`src/rtl/flash_cmd_pkg.sv`:
```
// Constants for the flash command sequencer: register map, status bits,
// command codes, parameter indices and array geometry.
// Assumes a 32-bit APB bus and a 24-bit global flash address space.
package flash_cmd_pkg;
	// Register byte offsets
	localparam logic [11:0] OFF_STATUS = 12'h000;
	localparam logic [11:0] OFF_INDEX = 12'h004;
	localparam logic [11:0] OFF_PARAM = 12'h008;
	localparam logic [11:0] OFF_PROT = 12'h00C;
	localparam logic [11:0] OFF_MODE = 12'h010;
	// Status register bit positions
	localparam int BIT_CMD_COMPLETE_FLAG = 7;
	localparam int BIT_ACCESS_ERROR_FLAG = 5;
	localparam int BIT_PROTECT_VIOLATION_FLAG = 4;
	localparam int BIT_MG_HI = 1;
	localparam int BIT_MG_LO = 0;
	// Protection register: enable bit and start address field
	localparam int BIT_PROT_EN = 31;
	// Command codes
	localparam logic [7:0] CMD_EVS = 8'h03;
	localparam logic [7:0] CMD_RO = 8'h04;
	localparam logic [7:0] CMD_PGM = 8'h06;
	localparam logic [7:0] CMD_PO = 8'h07;
	// Mode mask bit per command (1 = not permitted)
	localparam int MB_EVS = 0;
	localparam int MB_RO = 1;
	localparam int MB_PGM = 2;
	localparam int MB_PO = 3;
	// Parameter indices
	localparam logic [2:0] IDX_CMD = 3'h0;
	localparam logic [2:0] IDX_ADDR = 3'h1;
	localparam logic [2:0] IDX_CNT = 3'h2;
	localparam logic [2:0] IDX_LW0 = 3'h3;
	localparam logic [2:0] IDX_LW1 = 3'h5;
	localparam int NUM_PARAM = 6;
	// Geometry
	localparam logic [24:0] FLASH_SIZE = 25'h0004000;
	localparam logic [15:0] PHRASE_MAX = 16'h0007;
	localparam logic [31:0] ERASED_LW = 32'hFFFFFFFF;
	localparam logic [15:0] PHRASE_LWS = 16'h0002;
	// Reset values
	localparam logic [31:0] PROT_RST = 32'h00000000;
	localparam logic [3:0] MODE_RST = 4'h0;
	// Engine states
	typedef enum logic [2:0] {ST_IDLE, ST_BLANK, ST_WRITE, ST_VERIFY, ST_FETCH} state_t;
endpackage

```
`src/rtl/flash_cmd_seq.sv`:
```
// Flash command sequencer: erase-verify section, read-once, program, program-once.
// Assumes an APB master on the register side and a flash array that answers
// each held request with a one-cycle ack, read data and a read-error flag.
`timescale 1ns/1ps

module flash_cmd_seq
	import flash_cmd_pkg::*;
(
	// Clock and reset
	input wire logic pclk,
	input wire logic presetn,
	// APB slave
	input wire logic psel,
	input wire logic penable,
	input wire logic pwrite,
	input wire logic [11:0] paddr,
	input wire logic [31:0] pwdata,
	output logic [31:0] prdata,
	output logic pready,
	output logic pslverr,
	// Flash array
	output logic fl_req,
	output logic fl_we,
	output logic fl_info,
	output logic [23:0] fl_addr,
	output logic [31:0] fl_wdata,
	input wire logic fl_ack,
	input wire logic [31:0] fl_rdata,
	input wire logic fl_err,
	// Read-path poisoning while the info field is in use
	output logic rd_invalid
);

	logic cmd_complete_flag_q, cmd_complete_flag_d;
	logic access_error_flag_q, access_error_flag_d;
	logic protect_violation_flag_q, protect_violation_flag_d;
	logic [1:0] verify_fail_bits_q, verify_fail_bits_d;
	logic [2:0] param_index_q, param_index_d;
	logic [15:0] cmd_param_regs_q [NUM_PARAM];
	logic [15:0] cmd_param_regs_d [NUM_PARAM];
	logic [31:0] prot_q, prot_d;
	logic [3:0] mode_q, mode_d;
	logic [31:0] prdata_q, prdata_d;
	state_t state_q, state_d;
	logic [15:0] cnt_q, cnt_d;
	logic [15:0] num_q, num_d;
	logic [23:0] base_q, base_d;
	logic info_q, info_d;
	logic [23:0] fl_addr_q, fl_addr_d;
	logic [31:0] fl_wdata_q, fl_wdata_d;
	logic wr_en, setup, go, lerr, perr, mapped;
	logic [7:0] cmd;
	logic [23:0] gaddr;
	logic [15:0] phrase;
	logic [31:0] expect_lw;

	// Longword k of the program data, high word first
	function automatic logic [31:0] data_lw(input logic [15:0] p [NUM_PARAM],
			input logic [15:0] k);
		data_lw = k[0] ? {p[4], p[5]} : {p[2], p[3]};
	endfunction

	// True when [a, a+len) runs past the end of the array
	function automatic logic past_end(input logic [23:0] a, input logic [17:0] len);
		past_end = ({1'b0, a} + {7'h00, len}) > FLASH_SIZE;
	endfunction

	// Decoded fields of the loaded command
	assign cmd = cmd_param_regs_q[0][15:8];
	assign gaddr = {cmd_param_regs_q[0][7:0], cmd_param_regs_q[1]};
	assign phrase = cmd_param_regs_q[1];
	assign expect_lw = (state_q == ST_BLANK) ? ERASED_LW : data_lw(cmd_param_regs_q, cnt_q);
	assign wr_en = psel && penable && pwrite;
	assign setup = psel && !penable;
	assign mapped = (paddr == OFF_STATUS) || (paddr == OFF_INDEX) || (paddr == OFF_PARAM) ||
		(paddr == OFF_PROT) || (paddr == OFF_MODE);
	// Launch: write 1 to the complete flag while idle and error flags clear
	assign go = wr_en && (paddr == OFF_STATUS) && pwdata[BIT_CMD_COMPLETE_FLAG] && cmd_complete_flag_q &&
		!access_error_flag_q && !protect_violation_flag_q;

	// Launch-time parameter checks
	always_comb begin
		lerr = 1'b0;
		perr = 1'b0;
		unique case (cmd)
			CMD_EVS: lerr = (param_index_q != IDX_CNT) || mode_q[MB_EVS] ||
				({1'b0, gaddr} >= FLASH_SIZE) || (gaddr[1:0] != 2'b00) ||
				past_end(gaddr, {cmd_param_regs_q[2], 2'b00});
			CMD_RO: lerr = (param_index_q != IDX_ADDR) || mode_q[MB_RO] ||
				(phrase > PHRASE_MAX);
			CMD_PGM: begin
				lerr = !((param_index_q == IDX_LW0) || (param_index_q == IDX_LW1)) ||
					mode_q[MB_PGM] || ({1'b0, gaddr} >= FLASH_SIZE) ||
					(gaddr[1:0] != 2'b00) ||
					past_end(gaddr, (param_index_q == IDX_LW1) ? 18'h00008 : 18'h00004);
				// Protected region runs from the start address to the array end
				perr = prot_q[BIT_PROT_EN] && ({1'b0, gaddr} +
					((param_index_q == IDX_LW1) ? 25'h0000008 : 25'h0000004) >
					{1'b0, prot_q[23:0]});
			end
			CMD_PO: lerr = (param_index_q != IDX_LW1) || mode_q[MB_PO] ||
				(phrase > PHRASE_MAX);
			default: lerr = 1'b1;
		endcase
	end

	// Register writes, launch and the command engine
	always_comb begin
		cmd_complete_flag_d = cmd_complete_flag_q;
		access_error_flag_d = access_error_flag_q;
		protect_violation_flag_d = protect_violation_flag_q;
		verify_fail_bits_d = verify_fail_bits_q;
		param_index_d = param_index_q;
		cmd_param_regs_d = cmd_param_regs_q;
		prot_d = prot_q;
		mode_d = mode_q;
		state_d = state_q;
		cnt_d = cnt_q;
		num_d = num_q;
		base_d = base_q;
		info_d = info_q;
		// Register writes; parameters are frozen while a command runs
		if (wr_en) begin
			unique case (paddr)
				OFF_STATUS: begin
					if (pwdata[BIT_ACCESS_ERROR_FLAG]) access_error_flag_d = 1'b0;
					if (pwdata[BIT_PROTECT_VIOLATION_FLAG]) protect_violation_flag_d = 1'b0;
				end
				OFF_INDEX: if (cmd_complete_flag_q) param_index_d = pwdata[2:0];
				OFF_PARAM: if (cmd_complete_flag_q && param_index_q < 3'(NUM_PARAM))
					cmd_param_regs_d[param_index_q] = pwdata[15:0];
				OFF_PROT: if (cmd_complete_flag_q) prot_d = pwdata;
				OFF_MODE: if (cmd_complete_flag_q) mode_d = pwdata[3:0];
				default: ;
			endcase
		end
		// Launch: a rejected command never starts
		if (go) begin
			verify_fail_bits_d = 2'b00;
			cnt_d = 16'h0000;
			if (lerr) begin
				access_error_flag_d = 1'b1;
			end else if (perr) begin
				protect_violation_flag_d = 1'b1;
			end else begin
				cmd_complete_flag_d = 1'b0;
				unique case (cmd)
					CMD_EVS: begin
						base_d = gaddr;
						num_d = cmd_param_regs_q[2];
						state_d = (cmd_param_regs_q[2] == 16'h0000) ? ST_IDLE : ST_BLANK;
						cmd_complete_flag_d = (cmd_param_regs_q[2] == 16'h0000);
					end
					CMD_RO: begin
						base_d = {phrase[4:0], 3'b000} + 24'h000000;
						num_d = PHRASE_LWS;
						info_d = 1'b1;
						state_d = ST_FETCH;
					end
					CMD_PGM: begin
						base_d = gaddr;
						num_d = (param_index_q == IDX_LW1) ? 16'h0002 : 16'h0001;
						state_d = ST_WRITE;
					end
					default: begin
						base_d = {phrase[4:0], 3'b000} + 24'h000000;
						num_d = PHRASE_LWS;
						info_d = 1'b1;
						state_d = ST_BLANK;
					end
				endcase
			end
		end
		// One array access completes per ack
		if (state_q != ST_IDLE && fl_ack) begin
			cnt_d = cnt_q + 16'h0001;
			if ((state_q != ST_WRITE) && (fl_err ||
					((state_q != ST_FETCH) && (fl_rdata != expect_lw))))
				verify_fail_bits_d = 2'b11;
			unique case (state_q)
				ST_BLANK: begin
					if (cmd == CMD_PO && fl_rdata != ERASED_LW) begin
						access_error_flag_d = 1'b1;
						verify_fail_bits_d = verify_fail_bits_q;
						state_d = ST_IDLE;
					end else if (cnt_d == num_q) begin
						cnt_d = 16'h0000;
						state_d = (cmd == CMD_PO) ? ST_WRITE : ST_IDLE;
					end
				end
				ST_WRITE: begin
					cnt_d = cnt_q;
					state_d = ST_VERIFY;
				end
				ST_VERIFY: state_d = (cnt_d == num_q) ? ST_IDLE : ST_WRITE;
				default: begin
					cmd_param_regs_d[IDX_CNT + 3'(cnt_q) * 3'd2] = fl_rdata[31:16];
					cmd_param_regs_d[IDX_LW0 + 3'(cnt_q) * 3'd2] = fl_rdata[15:0];
					state_d = (cnt_d == num_q) ? ST_IDLE : ST_FETCH;
				end
			endcase
			if (state_d == ST_IDLE) begin
				cmd_complete_flag_d = 1'b1;
				info_d = 1'b0;
			end
		end
		// Array request fields follow the next step
		fl_addr_d = base_d + {6'h00, cnt_d, 2'b00};
		fl_wdata_d = data_lw(cmd_param_regs_d, cnt_d);
	end

	// APB read data captured in the setup phase
	always_comb begin
		prdata_d = prdata_q;
		if (setup && !pwrite) begin
			unique case (paddr)
				OFF_STATUS: prdata_d = {24'h000000, cmd_complete_flag_q, 1'b0,
					access_error_flag_q, protect_violation_flag_q, 2'b00, verify_fail_bits_q};
				OFF_INDEX: prdata_d = {29'h00000000, param_index_q};
				OFF_PARAM: prdata_d = (param_index_q < 3'(NUM_PARAM)) ?
					{16'h0000, cmd_param_regs_q[param_index_q]} : 32'h00000000;
				OFF_PROT: prdata_d = prot_q;
				OFF_MODE: prdata_d = {28'h0000000, mode_q};
				default: prdata_d = 32'h00000000;
			endcase
		end
	end

	// State registers
	always_ff @(posedge pclk or negedge presetn) begin
		if (!presetn) begin
			cmd_complete_flag_q <= 1'b1;
			access_error_flag_q <= 1'b0;
			protect_violation_flag_q <= 1'b0;
			verify_fail_bits_q <= 2'b00;
			param_index_q <= 3'h0;
			for (int i = 0; i < NUM_PARAM; i++) begin
				cmd_param_regs_q[i] <= 16'h0000;
			end
			prot_q <= PROT_RST;
			mode_q <= MODE_RST;
			prdata_q <= 32'h00000000;
			state_q <= ST_IDLE;
			cnt_q <= 16'h0000;
			num_q <= 16'h0000;
			base_q <= 24'h000000;
			info_q <= 1'b0;
			fl_addr_q <= 24'h000000;
			fl_wdata_q <= 32'h00000000;
		end else begin
			cmd_complete_flag_q <= cmd_complete_flag_d;
			access_error_flag_q <= access_error_flag_d;
			protect_violation_flag_q <= protect_violation_flag_d;
			verify_fail_bits_q <= verify_fail_bits_d;
			param_index_q <= param_index_d;
			cmd_param_regs_q <= cmd_param_regs_d;
			prot_q <= prot_d;
			mode_q <= mode_d;
			prdata_q <= prdata_d;
			state_q <= state_d;
			cnt_q <= cnt_d;
			num_q <= num_d;
			base_q <= base_d;
			info_q <= info_d;
			fl_addr_q <= fl_addr_d;
			fl_wdata_q <= fl_wdata_d;
		end
	end

	// Outputs
	assign prdata = prdata_q;
	assign pready = 1'b1;
	assign pslverr = psel && penable && !mapped;
	assign fl_req = (state_q != ST_IDLE);
	assign fl_we = (state_q == ST_WRITE);
	assign fl_info = info_q;
	assign fl_addr = fl_addr_q;
	assign fl_wdata = fl_wdata_q;
	assign rd_invalid = info_q;
endmodule

```
`config.mk`:
```
export PLATFORM = sky130hd
export DESIGN_NAME = flash_cmd_seq
export DESIGN_NICKNAME = d
export VERILOG_FILES = /design/src/rtl/flash_cmd_pkg.sv /design/src/rtl/flash_cmd_seq.sv
export SDC_FILE = /design/constraint.sdc
export NUM_CORES = 1
export LEC_CHECK = 0
export BUFFER_PORTS_ARGS = -buffer_cell sky130_fd_sc_hd__buf_2
export CAP_MARGIN = 25
export CELL_PAD_IN_SITES_DETAIL_PLACEMENT = 2
export CELL_PAD_IN_SITES_GLOBAL_PLACEMENT = 2
export CORE_UTILIZATION = 30
export CTS_CLUSTER_SIZE = 30
export DETAILED_ROUTE_END_ITERATION = 7
export PLACE_DENSITY_LB_ADDON = 0.1
export SLEW_MARGIN = 15
export SYNTH_ARGS = -nofsm -noshare
export SYNTH_HDL_FRONTEND = slang
export SYNTH_SLANG_ARGS = --single-unit
```
`constraint.sdc`:
```
create_clock -name pclk -period 9.8 [get_ports pclk]
set_clock_uncertainty 0.05 [all_clocks]
set_input_delay 0.49 -clock pclk [delete_from_list [all_inputs] [get_ports pclk]]
set_output_delay 0.49 -clock pclk [all_outputs]
set_load 0.005 [all_outputs]
```
### Word-level counts from Yosys, hierarchy flattened

Index checks and enable logic that the tools add are counted.

* muxes and demuxes: 81
* $lt $le $gt $ge: 12
* $add $sub $neg: 7
* div/mod/pow operators: 0
* multipliers: 0
* reductions and logical operators: 54
* shift-type cells: 0
* equal/unequal tests: 22
* bitwise gates (word level): 5

Operator list (number)
* $mux 96: 5
* $bwmux 96: 3
* $mux 16: 10
* $pmux 32 s5: 1
* $demux 16 s3: 3
* $mux 24: 4
* $mux 32: 3
* $pmux 16 s2: 2
* $add 24x4->25: 2
* $gt 25x15->1 const B: 2
* $bmux 16 s3: 1
* $ne 32x32->1: 1
* $ne 32x32->1 const B: 1
* $mux 1: 28
* $add 24x18->25: 1
* $gt 25x24->1: 1
* $add 24x18->24: 1
* $eq 12x4->1 const B: 2
* $eq 8x3->1 const B: 3
* $ge 24x15->1 const B: 1
* $mux 3: 8
* $logic_and 1x1->1: 19
* $logic_or 1x1->1: 18
* $pmux 3 s3: 2
* 30 further kinds: 59

* bits in registers: 288
* bits in latches: 0
* memories: 0
* input port bits: 83
* logic and storage cells: 202
* bits in writable memories: 0
* ROM bits: 0
* output and inout bits: 94

### Logic depth before layout (Yosys ltp)

Gate-level depths: netlist (run 1).

* depth in word-level cells: 17
* depth in mapped cells: 36
* depth with buffers taken out: 33

### Least setup slack after synthesis (run 1)

Ideal clock, no wire load.

* path kind: register to register
* start: reg param_index_q[1]
* end: reg fl_addr_q[20], in the netlist fl_addr[20]
* library setup time: 0.084 ns
* path buffers: 4
* period minus slack after synthesis: 6.770 ns
* arrival time: 6.636 ns
* required time: 9.666 ns
* setup slack: 3.030 ns
* cell stages (with the launch flop): 35
* path through: dfrtp_1 -> clkbuf_1 -> nor2b_1 -> nand2_1 -> ha_1 -> fa_1 -> clkbuf_1 -> nand2_1 -> nor3_1 -> nand3_1 -> xnor2_1 -> ha_1 -> a211o_1 -> a21oi_1 -> o311ai_0 -> or3_1 -> a31oi_1 -> nand2_1 -> or2_1 -> buf_2 -> clkbuf_1 -> o21ai_0 -> ha_1 -> inv_1 -> fa_1 -> nor2b_1 -> o31a_1 -> o211ai_1 -> a21oi_1 -> a2111oi_0 -> o31ai_1 -> a21o_1 -> a21oi_1 -> or3_1 -> a21boi_0

* cells in the longest elaborated chain, start to end: 11
* elaborated cells on any way between the ends: 32
* those cells by class: add/sub (3); order compare (2); eq/ne (5); mux (7); reduce/logical (15)

Ends and longest elaborated chain
* start, declared: line flash_cmd_seq.sv:38 `logic [2:0] param_index_q, param_index_d;`
* start signal, assigned: line flash_cmd_seq.sv:255 `param_index_q <= param_index_d;`
* branches (longest 8 deep; another with $add 24x4->25)
* $mux 24 *: line flash_cmd_seq.sv:141 `if (lerr) begin`
* $mux 24 *: line flash_cmd_seq.sv:138 `if (go) begin`
* net base_d[2]: line flash_cmd_seq.sv:47 `logic [23:0] base_q, base_d;`
* $add 24x18->24 *: line flash_cmd_seq.sv:208 `fl_addr_d = base_d + {6'h00, cnt_d, 2'b00};`
* net fl_addr_d[20]: line flash_cmd_seq.sv:49 `logic [23:0] fl_addr_q, fl_addr_d;`
* end signal, assigned: line flash_cmd_seq.sv:265 `fl_addr_q <= fl_addr_d;`
* end, declared: line flash_cmd_seq.sv:49

Mark *: on every way through the listed nets, which the timed path passes.
A chain may end at the register's enable or synchronous reset.

### Worst setup path in the final report (run 1)

* start: reg param_index_q[0]
* end: reg fl_addr_q[20], in the netlist fl_addr[20]

The elaborated chain is that of the path after synthesis.

==> flow_summary.yaml, run 1 <==
clocking:
  cts_setup_buffers: 0
  clock-root-buffer: "clkbuf_16"
  insertion_delay_ns: 0.59
  clk_path_buf_depth: 3
  cts_tree: "yes"
  cts_made_buffers: 39
  cts.sinks: 286
  cts.clk_slew.worst_paths_ns: 0.06
  cts_max_level: 2
worst_hold_path:
  min_to: "prot_q[23]"
  hold_path_class: "in2reg"
  min_from: "pwdata[23]"
  whs_path_depth: 2
setup_path:
  worstReg2RegEnd: "fl_addr[20]"
  cp-end-kind: "register"
  reg2regPathDepth: 29
  worst-path-stages: 29
  slowest_stage: "a2111oi_0"
  reg2reg_from: "param_index_q[0]"
  max_stage_delay_ns: 0.60
  critPathKind: "reg2reg"
  crit_arrival_ns: 8.55
  reg2reg_slack_ns: 1.67
  critPathTopFamily: "compound AO/OA/AOI/OAI gates"
  start_kind: "register"
  crit_fanout: 54
  critPathBufInv: 1
  worst_ep_required_time_ns: 10.22
timing:
  grt_setup_unrepaired: "false"
  hold_viol: 0
  post-route-min-period_ns: 8.13
  worst_pin_slew_ns: 1.07
  tns_ns: 0
  slew_violations: 0
  final.period_utilization_pct: 82.9
  timing.fmax_mhz: 123
  setup_viol: 0
  max-slew-margin-rel_pct: 28.8
synth:
  synth_cell_type_count: 92
  yosysSeqAreaShare_pct: 39.4
  ys_seq_elements: 286
  synthArstFlopShare_pct: 100
  synth_area_um2: 18200
  yosys_most_used_dff: "dfrtp_1"
  avgSynthCellArea_um2: 9.29
  synth_edf_count: 0
  synth_fp_nets: 2102
  synthCells: 1955
  synth_warnings: 0
flow_run:
  drv_cap: 0
placement:
  gp_congestion: 0.850
  io_buffers: 175
  hpwl_mm: 60.1
global_route:
  grt_pass1_wl_mm: 119
  grt_overflow: 0
  antenna_found_initial: 2
  grt_usage_pct: 26.2
  first_global_vias: 17500
  grt_max_degree: 67
floorplanning:
  rows: 89
  die_x_um: 248
  dieArea_um2: 61600
  start_util_pct: 30.6
  core_area_um2: 59500
  pin_count: 177
  die_h_um: 248
finish:
  layout_common_cells: "283 x nand2_1, 283 x dfrtp_1, 206 x o21ai_0, 174 x buf_2, 153 x mux2i_1"
  syn_to_final_growth_pct: 16.4
  n_antenna_cell: 0
  num-nets-final: 2220
  drive_gt1_share_pct: 19.1
drt:
  post_drt_via_cell_ratio: 5.61
  routed_wl_mm: 80.3
  wl_per_cell_um: 27.9
  num_vias: 16100
  drc: 0
  ant_nets: 0
  drt_iter0_markers: 774
  dr.pass1.iters: 5
power_and_ir_drop:
  peakVddDrop_mv: 0.106
  fin_total_pwr_uw: 3450
  p_leak_uw: 0.00954
  power_density_nw_per_um2: 163
run_status:
  status: "completed"
## worst max path at each step
stage | to | start | slack (ns)
detailed placement | fl_addr[20] | param_index_q[0] | 1.68
CTS | fl_addr[20] | param_index_q[0] | 1.60
global placement | fl_addr[22] | param_index_q[0] | 2.13
finish | fl_addr[20] | param_index_q[0] | 1.67
floorplan | fl_addr[20] | param_index_q[1] | 3.03
global route | fl_addr[22] | param_index_q[0] | 0.89
## power by group
group	total, uW	internal [uW]	switching, uW
Combinational	643	211	432
Sequential	1240	1200	37.7
Clock	1570	966	602
Total	3450	2380	1070
## repair_timing
action | 4_1_cts | 5_1_grt
hold buffers | 1 | 0
hold endpoints to repair | 41 | 0
resized for setup | 0 | 0
## cells in the mapped netlist, types with 18 or more instances
library cell | number | share of area [%]
dfrtp_1 | 285 | 39
nand2_1 | 283 | 5.8
o21ai_0 | 206 | 5.7
mux2i_1 | 153 | 8.4
clkbuf_1 | 84 | 1.7
a21oi_1 | 79 | 2.2
nor2_1 | 74 | 1.5
inv_1 | 64 | 1.3
mux2_2 | 64 | 4.0
ha_1 | 61 | 4.2
xor2_1 | 46 | 2.2
xnor2_1 | 38 | 1.8
nand4_1 | 34 | 1.2
nand3_1 | 33 | 0.91
nor3_1 | 32 | 0.88
mux2_4 | 29 | 2.4
nor4_1 | 26 | 0.90
a211oi_1 | 22 | 0.91
buf_2 | 21 | 0.58
a221oi_1 | 20 | 0.96
and2_1 | 18 | 0.62
## through the flow
stage | cell area, um^2 | hold slack, ns | instances | util [%] | setup slack (ns)
2_1_floorplan | 18200 | 0.144 | 1955 | - | 3.03
5_1_grt | 21100 | 0.0902 | 2877 | 35.6 | 0.885
3_5_place_dp | 19700 | 0.364 | 2803 | 33.2 | 1.68
3_3_place_gp | 19700 | 0.357 | 2802 | 33.1 | 2.13
6_report | 21100 | 0.101 | 2877 | 35.6 | 1.67
4_1_cts | 21100 | 0.0752 | 2876 | 35.5 | 1.60
## area by class of cell
class	count	area, um^2
well taps	773	967
clock buffers	55	1130
multi-input cells	1476	10200
flip-flops and latches	286	7160
repair buffers	205	1130
fillers	6569	38300
inverters	65	244
clock inverters	17	278
## layer usage
layer | part of all wire [%] | wire (um) | up-vias | global-route usage, %
met2 | 48 | 38200 | 323 | 43.6
met4 | 3.0 | 2430 | 0 | 8.30
met1 | 46 | 37300 | 8431 | 35.6
met5 | 0 | 0 | - | 0
li1 | - | - | 7272 | -
met3 | 2.9 | 2350 | 102 | 2.48
## cells by family (layout without fill, tap and decap cells)
family                   count (synthesis)  in the layout  synth area share, %
AND/OR/NAND/NOR                        624            624                 17.1
AO/OA/AOI/OAI                          456            456                 15.5
flip-flops                             286            286                 39.4
multiplexers                           247            247                 14.9
buffers and inverters                  193            342                 4.46
XOR/XNOR                                84             84                 4.05
adder cells (fa/ha/maj)                 64             64                 4.53
other                                    1              1               0.0206
## sequential cells by signal (all words and copies together), names as in the netlist
register	cells
verify_fail_bits_q	2
state_q	3
cmd_param_regs_q	72
fl_addr	24
prot_q	32
prdata	32
cmd_complete_flag_q	1
access_error_flag_q	1
param_index_q	3
fl_wdata	32
num_q	16
phrase	16
cnt_q	16
protect_violation_flag_q	1
fl_info	1
cmd	8
mode_q	4
base_q	22
No activity file was read; power rests on OpenSTA's default activity.
==> run 2: changes to the inputs <==
==> constraint.sdc (replaced) <==
create_clock -name pclk -period 7.8 [get_ports pclk]
set_clock_uncertainty 0.05 [all_clocks]
set_input_delay 0.39 -clock pclk [delete_from_list [all_inputs] [get_ports pclk]]
set_output_delay 0.39 -clock pclk [all_outputs]
set_load 0.005 [all_outputs]
==> flow_summary.yaml, run 2 (synthesis results as in run 1) <==
run_status:
  status: "completed"
setup_path:
  crit_arrival_ns: 7.64
  cp-end-kind: "register"
  reg2reg_slack_ns: 0.57
  worst_ep_required_time_ns: 8.21
  worstReg2RegEnd: "fl_addr[22]"
  crit_fanout: 21
  start_kind: "register"
  endpoint: "fl_addr[22]"
  reg2reg_from: "param_index_q[1]"
  reg2regPathDepth: 26
  crit_start: "param_index_q[1]"
  critPathKind: "reg2reg"
finish:
  syn_to_final_growth_pct: 17.5
  largest_reg_flops: 72
  layout_common_cells: "283 x nand2_1, 283 x dfrtp_1, 206 x o21ai_0, 174 x buf_2, 153 x mux2i_1"
  n_antenna_cell: 0
  regMostFlops: "cmd_param_regs_q"
  design_area_um2: 21300
  num-nets-final: 2255
  drive_gt1_share_pct: 20.6
global_route:
  grt_usage_pct: 26.6
  gr-usage-met2_pct: 44.0
  gr-usage-met1_pct: 34.4
  antenna_found_initial: 1
  grt_max_degree: 95
  grt.busiest_layer: "met2"
  grt_overflow: 0
  grtUsageMet3_pct: 4.36
  first_global_vias: 17800
  grt_pass1_wl_mm: 120
drt:
  routed_wl_mm: 81.7
  post_drt_via_cell_ratio: 5.62
  ant_nets: 0
  drc: 0
  num_vias: 16300
  wl_per_cell_um: 28.1
  dr.pass1.iters: 7
  drt_iter0_markers: 778
floorplanning:
  die_x_um: 248
  pin_count: 177
  rows: 89
  core_area_um2: 59500
  start_util_pct: 30.6
  die_h_um: 248
  dieArea_um2: 61600
timing:
  slew_violations: 0
  max-slew-margin-rel_pct: 34.5
  post-route-min-period_ns: 7.23
  final.period_utilization_pct: 92.7
  hold_slack_ns: 0.0294
  timing.final.ws_setup_ns: 0.569
  timing.fmax_mhz: 138
  worst_pin_slew_ns: 0.975
  hold_viol: 0
  setup_viol: 0
clocking:
  cts_max_level: 2
  insertion_delay_ns: 0.57
  cts_tree: "yes"
  clock-root-buffer: "clkbuf_16"
  cts.sinks: 286
  cts_made_buffers: 38
  cts.clk_slew.worst_paths_ns: 0.06
  clk_path_buf_depth: 3
power_and_ir_drop:
  power_density_nw_per_um2: 197
  switching_power_uw: 1300
  pwr-share-clk_pct: 44.1
  p_leak_uw: 0.00969
  intPower_uw: 2910
  swShare_pct: 30.8
  pwr-share-seq_pct: 36.8
  peakVddDrop_mv: 0.165
  combPwrFrac_pct: 19.2
placement:
  io_buffers: 175
  dp_slack_ns: 0.0534
  dpl_cell_area_um2: 20000
  hpwl_mm: 60.6
  gp_congestion: 0.867
worst_hold_path:
  hold_path_class: "in2reg"
  min_from: "pwdata[16]"
flow_run:
  drv_cap: 0
-- run 2: changes by cell type in the layout (fill, tap and decap cells not counted), moves of 2 or more --
| cell | previous run | this run |
|---|---|---|
| nor3_2 | 0 | 2 |
| buf_4 | 27 | 64 |
| clkbuf_8 | 9 | 4 |
| clkinv_2 | 6 | 8 |
| nor3_1 | 32 | 30 |
| a2111oi_0 | 6 | 4 |
| a2111oi_1 | 0 | 2 |
-- run 2: metal layers --
layer	vias to the layer above	wire length [um]
met5	-	0
met1	8459	36000
met4	0	3430
met2	419	38500
li1	7324	-
met3	146	3720
-- run 2: stage by stage --
stage	util, %	setup TNS, ns	power (uW)	instances
floorplan	-	0	2090	1955
global placement	33.6	0	2370	2838
detailed placement	33.6	0	2380	2838
CTS	35.8	0	4250	2905
global route	35.9	-0.0588	4370	2907
finish	35.9	0	4210	2907
-- run 2: layout make-up --
type / count / area (um^2)
Fill cell: 6559 / 38100
Multi-Input combinational cell: 1476 / 10300
Sequential cell: 286 / 7160
Timing Repair Buffer: 241 / 1400
Clock buffer: 48 / 1030
Tap cell: 773 / 967
Clock inverter: 18 / 262
Inverter: 65 / 244
-- run 2: how the worst min path moves through the flow --
stage,to,slack (ns),cells past startpoint
finish,prot_q[16],0.03,2
global route,prot_q[26],0.02,2
CTS,prot_q[16],0.01,2
detailed placement,prdata[20],0.42,2
global placement,prdata[27],0.41,2
floorplan,access_error_flag_q,0.04,0
-- run 2: repair_timing --
action,CTS,global route
buffers inserted,0,1
gates resized for setup,1,8
endpoints found under the hold margin,90,0
endpoints found under the setup margin,1,7
pin swaps,0,1
hold buffers,1,0
-- run 2: worst max-delay path, stage by stage, from the launching register on --
cell	delay (ns)
dfrtp_1	0.38
nor2b_1	0.20
nand2_1	0.16
ha_1	0.26
fa_1	0.51
nor3_1	0.20
or4bb_1	0.50
a22o_1	0.26
nor4_1	0.35
o211a_1	0.30
nand2_1	0.07
o41a_1	0.46
or2_4	0.40
o21ai_0	0.25
ha_1	0.23
inv_1	0.07
fa_1	0.41
nor2b_1	0.17
o31a_1	0.19
o211ai_1	0.12
a21oi_1	0.27
a2111oi_1	0.13
o31ai_1	0.30
a21o_1	0.25
a21oi_2	0.11
or3_1	0.35
a21boi_0	0.18
-- run 2: power groups by stage --
stage	sequential, uW	combinational, uW	clock [uW]
finish	1550	807	1850
global route	1550	871	1950
CTS	1550	810	1900
detailed placement	1570	803	0
global placement	1570	793	0
floorplan	1560	531	0
==> run 3: changes to the inputs <==
--- a/config.mk
+++ b/config.mk
@@ -12,7 +12,7 @@
 export CORE_UTILIZATION = 30
 export CTS_CLUSTER_SIZE = 30
 export DETAILED_ROUTE_END_ITERATION = 7
-export PLACE_DENSITY_LB_ADDON = 0.1
+export PLACE_DENSITY_LB_ADDON = 0.08
 export SLEW_MARGIN = 15
 export SYNTH_ARGS = -nofsm -noshare
 export SYNTH_HDL_FRONTEND = slang
==> flow_summary.yaml, run 3 (synthesis results as in run 1) <==
run_status:
  status: "completed"
floorplanning:
  start_util_pct: 30.6
  pin_count: 177
  dieArea_um2: 61600
  die_h_um: 248
  rows: 89
  die_x_um: 248
  core_area_um2: 59500
drt:
  drc: 0
  num_vias: 16300
  wl_per_cell_um: 27.8
  dr.pass1.iters: 5
  post_drt_via_cell_ratio: 5.58
  drt_iter0_markers: 841
  ant_nets: 0
  routed_wl_mm: 81.1
global_route:
  grt_max_degree: 77
  first_global_vias: 17700
  grt_overflow: 0
  grt_usage_pct: 26.4
  antenna_found_initial: 0
  grt_pass1_wl_mm: 120
clocking:
  cts.sinks: 286
  cts_made_buffers: 39
  cts_tree: "yes"
  insertion_delay_ns: 0.56
  cts_max_level: 2
  clock-root-buffer: "clkbuf_16"
  clk_path_buf_depth: 3
  cts.clk_slew.worst_paths_ns: 0.06
power_and_ir_drop:
  fin_total_pwr_uw: 4180
  intPower_uw: 2860
  p_leak_uw: 0.00970
  power_density_nw_per_um2: 196
  combPwrFrac_pct: 19.7
  pwr-share-clk_pct: 43.3
  swShare_pct: 31.6
  switching_power_uw: 1320
  peakVddDrop_mv: 0.160
  pwr-share-seq_pct: 37.0
setup_path:
  crit_arrival_ns: 7.55
  max_stage_delay_ns: 0.44
  crit_fanout: 53
  critPathKind: "reg2reg"
  slowest_stage: "fa_1"
  cpMostUsedCell: "nand2_1"
  worst_ep_required_time_ns: 8.20
  cp-end-kind: "register"
  start_kind: "register"
timing:
  final.period_utilization_pct: 91.6
  grt_setup_unrepaired: "true"
  hold_viol: 0
  timing.fmax_mhz: 140
  post-route-min-period_ns: 7.15
  setup_viol: 0
  max-slew-margin-rel_pct: 36.2
  slew_violations: 0
  hold_slack_ns: 0.0251
  worst_pin_slew_ns: 0.956
placement:
  io_buffers: 175
  hpwl_mm: 60.1
  gp_congestion: 0.861
finish:
  largest_reg_flops: 72
  layout_common_cells: "283 x nand2_1, 283 x dfrtp_1, 204 x o21ai_0, 174 x buf_2, 153 x mux2i_1"
  drive_gt1_share_pct: 20.5
  regMostFlops: "cmd_param_regs_q"
  seqCellArea_um2: 7160
  multi_input_area_um2: 10300
  syn_to_final_growth_pct: 17.7
  num-nets-final: 2261
  nFillCells: 6589
flow_run:
  drv_cap: 0
worst_hold_path:
  hold_path_class: "in2reg"
-- run 3: cell count changes in the layout (fill, tap and decap cells not counted), sizes merged --
cell | before | now
clkinv | 11 | 13
clkinvlp | 1 | 2
clkbuf | 48 | 54
bufinv | 6 | 2
diode | 0 | 2
inv | 65 | 64
dlygate4sd3 | 1 | 9
buf | 240 | 237
-- run 3: stage by stage --
stage | util, % | area, um^2 | setup TNS (ns) | instances | worst slack [ns]
2_1_floorplan | - | 18200 | 0 | 1955 | 1.03
3_3_place_gp | 33.6 | 20000 | 0 | 2836 | 0.424
4_1_cts | 35.9 | 21300 | 0 | 2915 | 0.000751
3_5_place_dp | 33.6 | 20000 | 0 | 2836 | 0.0458
5_1_grt | 36.0 | 21400 | -0.0220 | 2916 | -0.0152
6_report | 36.0 | 21400 | 0 | 2918 | 0.654
-- run 3: area by class of cell --
type,count,share of cell area (%)
Multi-Input combinational cell,1476,48.0
Sequential cell,286,33.5
Timing Repair Buffer,246,6.85
Clock buffer,54,5.26
Tap cell,773,4.52
Inverter,65,1.14
Clock inverter,16,0.684
Antenna cell,2,0.0234
-- run 3: per-layer routing --
layer | vias up | wire length, um | track usage (%)
met5 | - | 0 | 0
met4 | 0 | 2170 | 7.07
met3 | 110 | 3170 | 3.12
met2 | 366 | 38800 | 44.7
met1 | 8446 | 36900 | 35.3
li1 | 7353 | - | -
-- run 3: worst paths after layout --
kind / from / endpoint / slack [ns] / depth (start not counted)
min: pwdata[25] / prot_q[25] / 0.03 / 2
max reg2reg: param_index_q[0] / fl_addr[20] / 0.65 / 31
max: param_index_q[0] / fl_addr[20] / 0.65 / 31
max in group asynchronous: presetn / cmd_param_regs_q[7] / 5.68 / 4
min reg2reg: prdata[13] / prdata[13] / 0.42 / 2
min in group asynchronous: presetn / fl_addr[7] / 0.30 / 2
-- run 3: timing repair --
action                                  4_1_cts  5_1_grt
endpoints found under the hold margin        55        0
gates resized for setup                       1       11
pin swaps                                     0        1
setup buffers                                 0        0
endpoints found under the setup margin        1        6
hold buffers                                  9        0
-- run 3: power by group through the flow --
stage / sequential [uW] / clock, uW / combinational (uW)
after detailed placement: 1570 / 0 / 816
final: 1550 / 1810 / 822
after floorplan: 1560 / 0 / 531
after global placement: 1570 / 0 / 807
after global routing: 1550 / 1910 / 883
after CTS: 1550 / 1860 / 825
-- run 3: critical path: cells and delay by family, from the launching register on --
| kind | cells | cell delay (ns) |
|---|---|---|
| AND/OR/NAND/NOR | 11 | 2.20 |
| flip-flops | 1 | 0.38 |
| buffers and inverters | 2 | 0.34 |
| adder cells (fa/ha/maj) | 3 | 0.95 |
| XOR/XNOR | 1 | 0.09 |
| AO/OA/AOI/OAI | 14 | 3.01 |
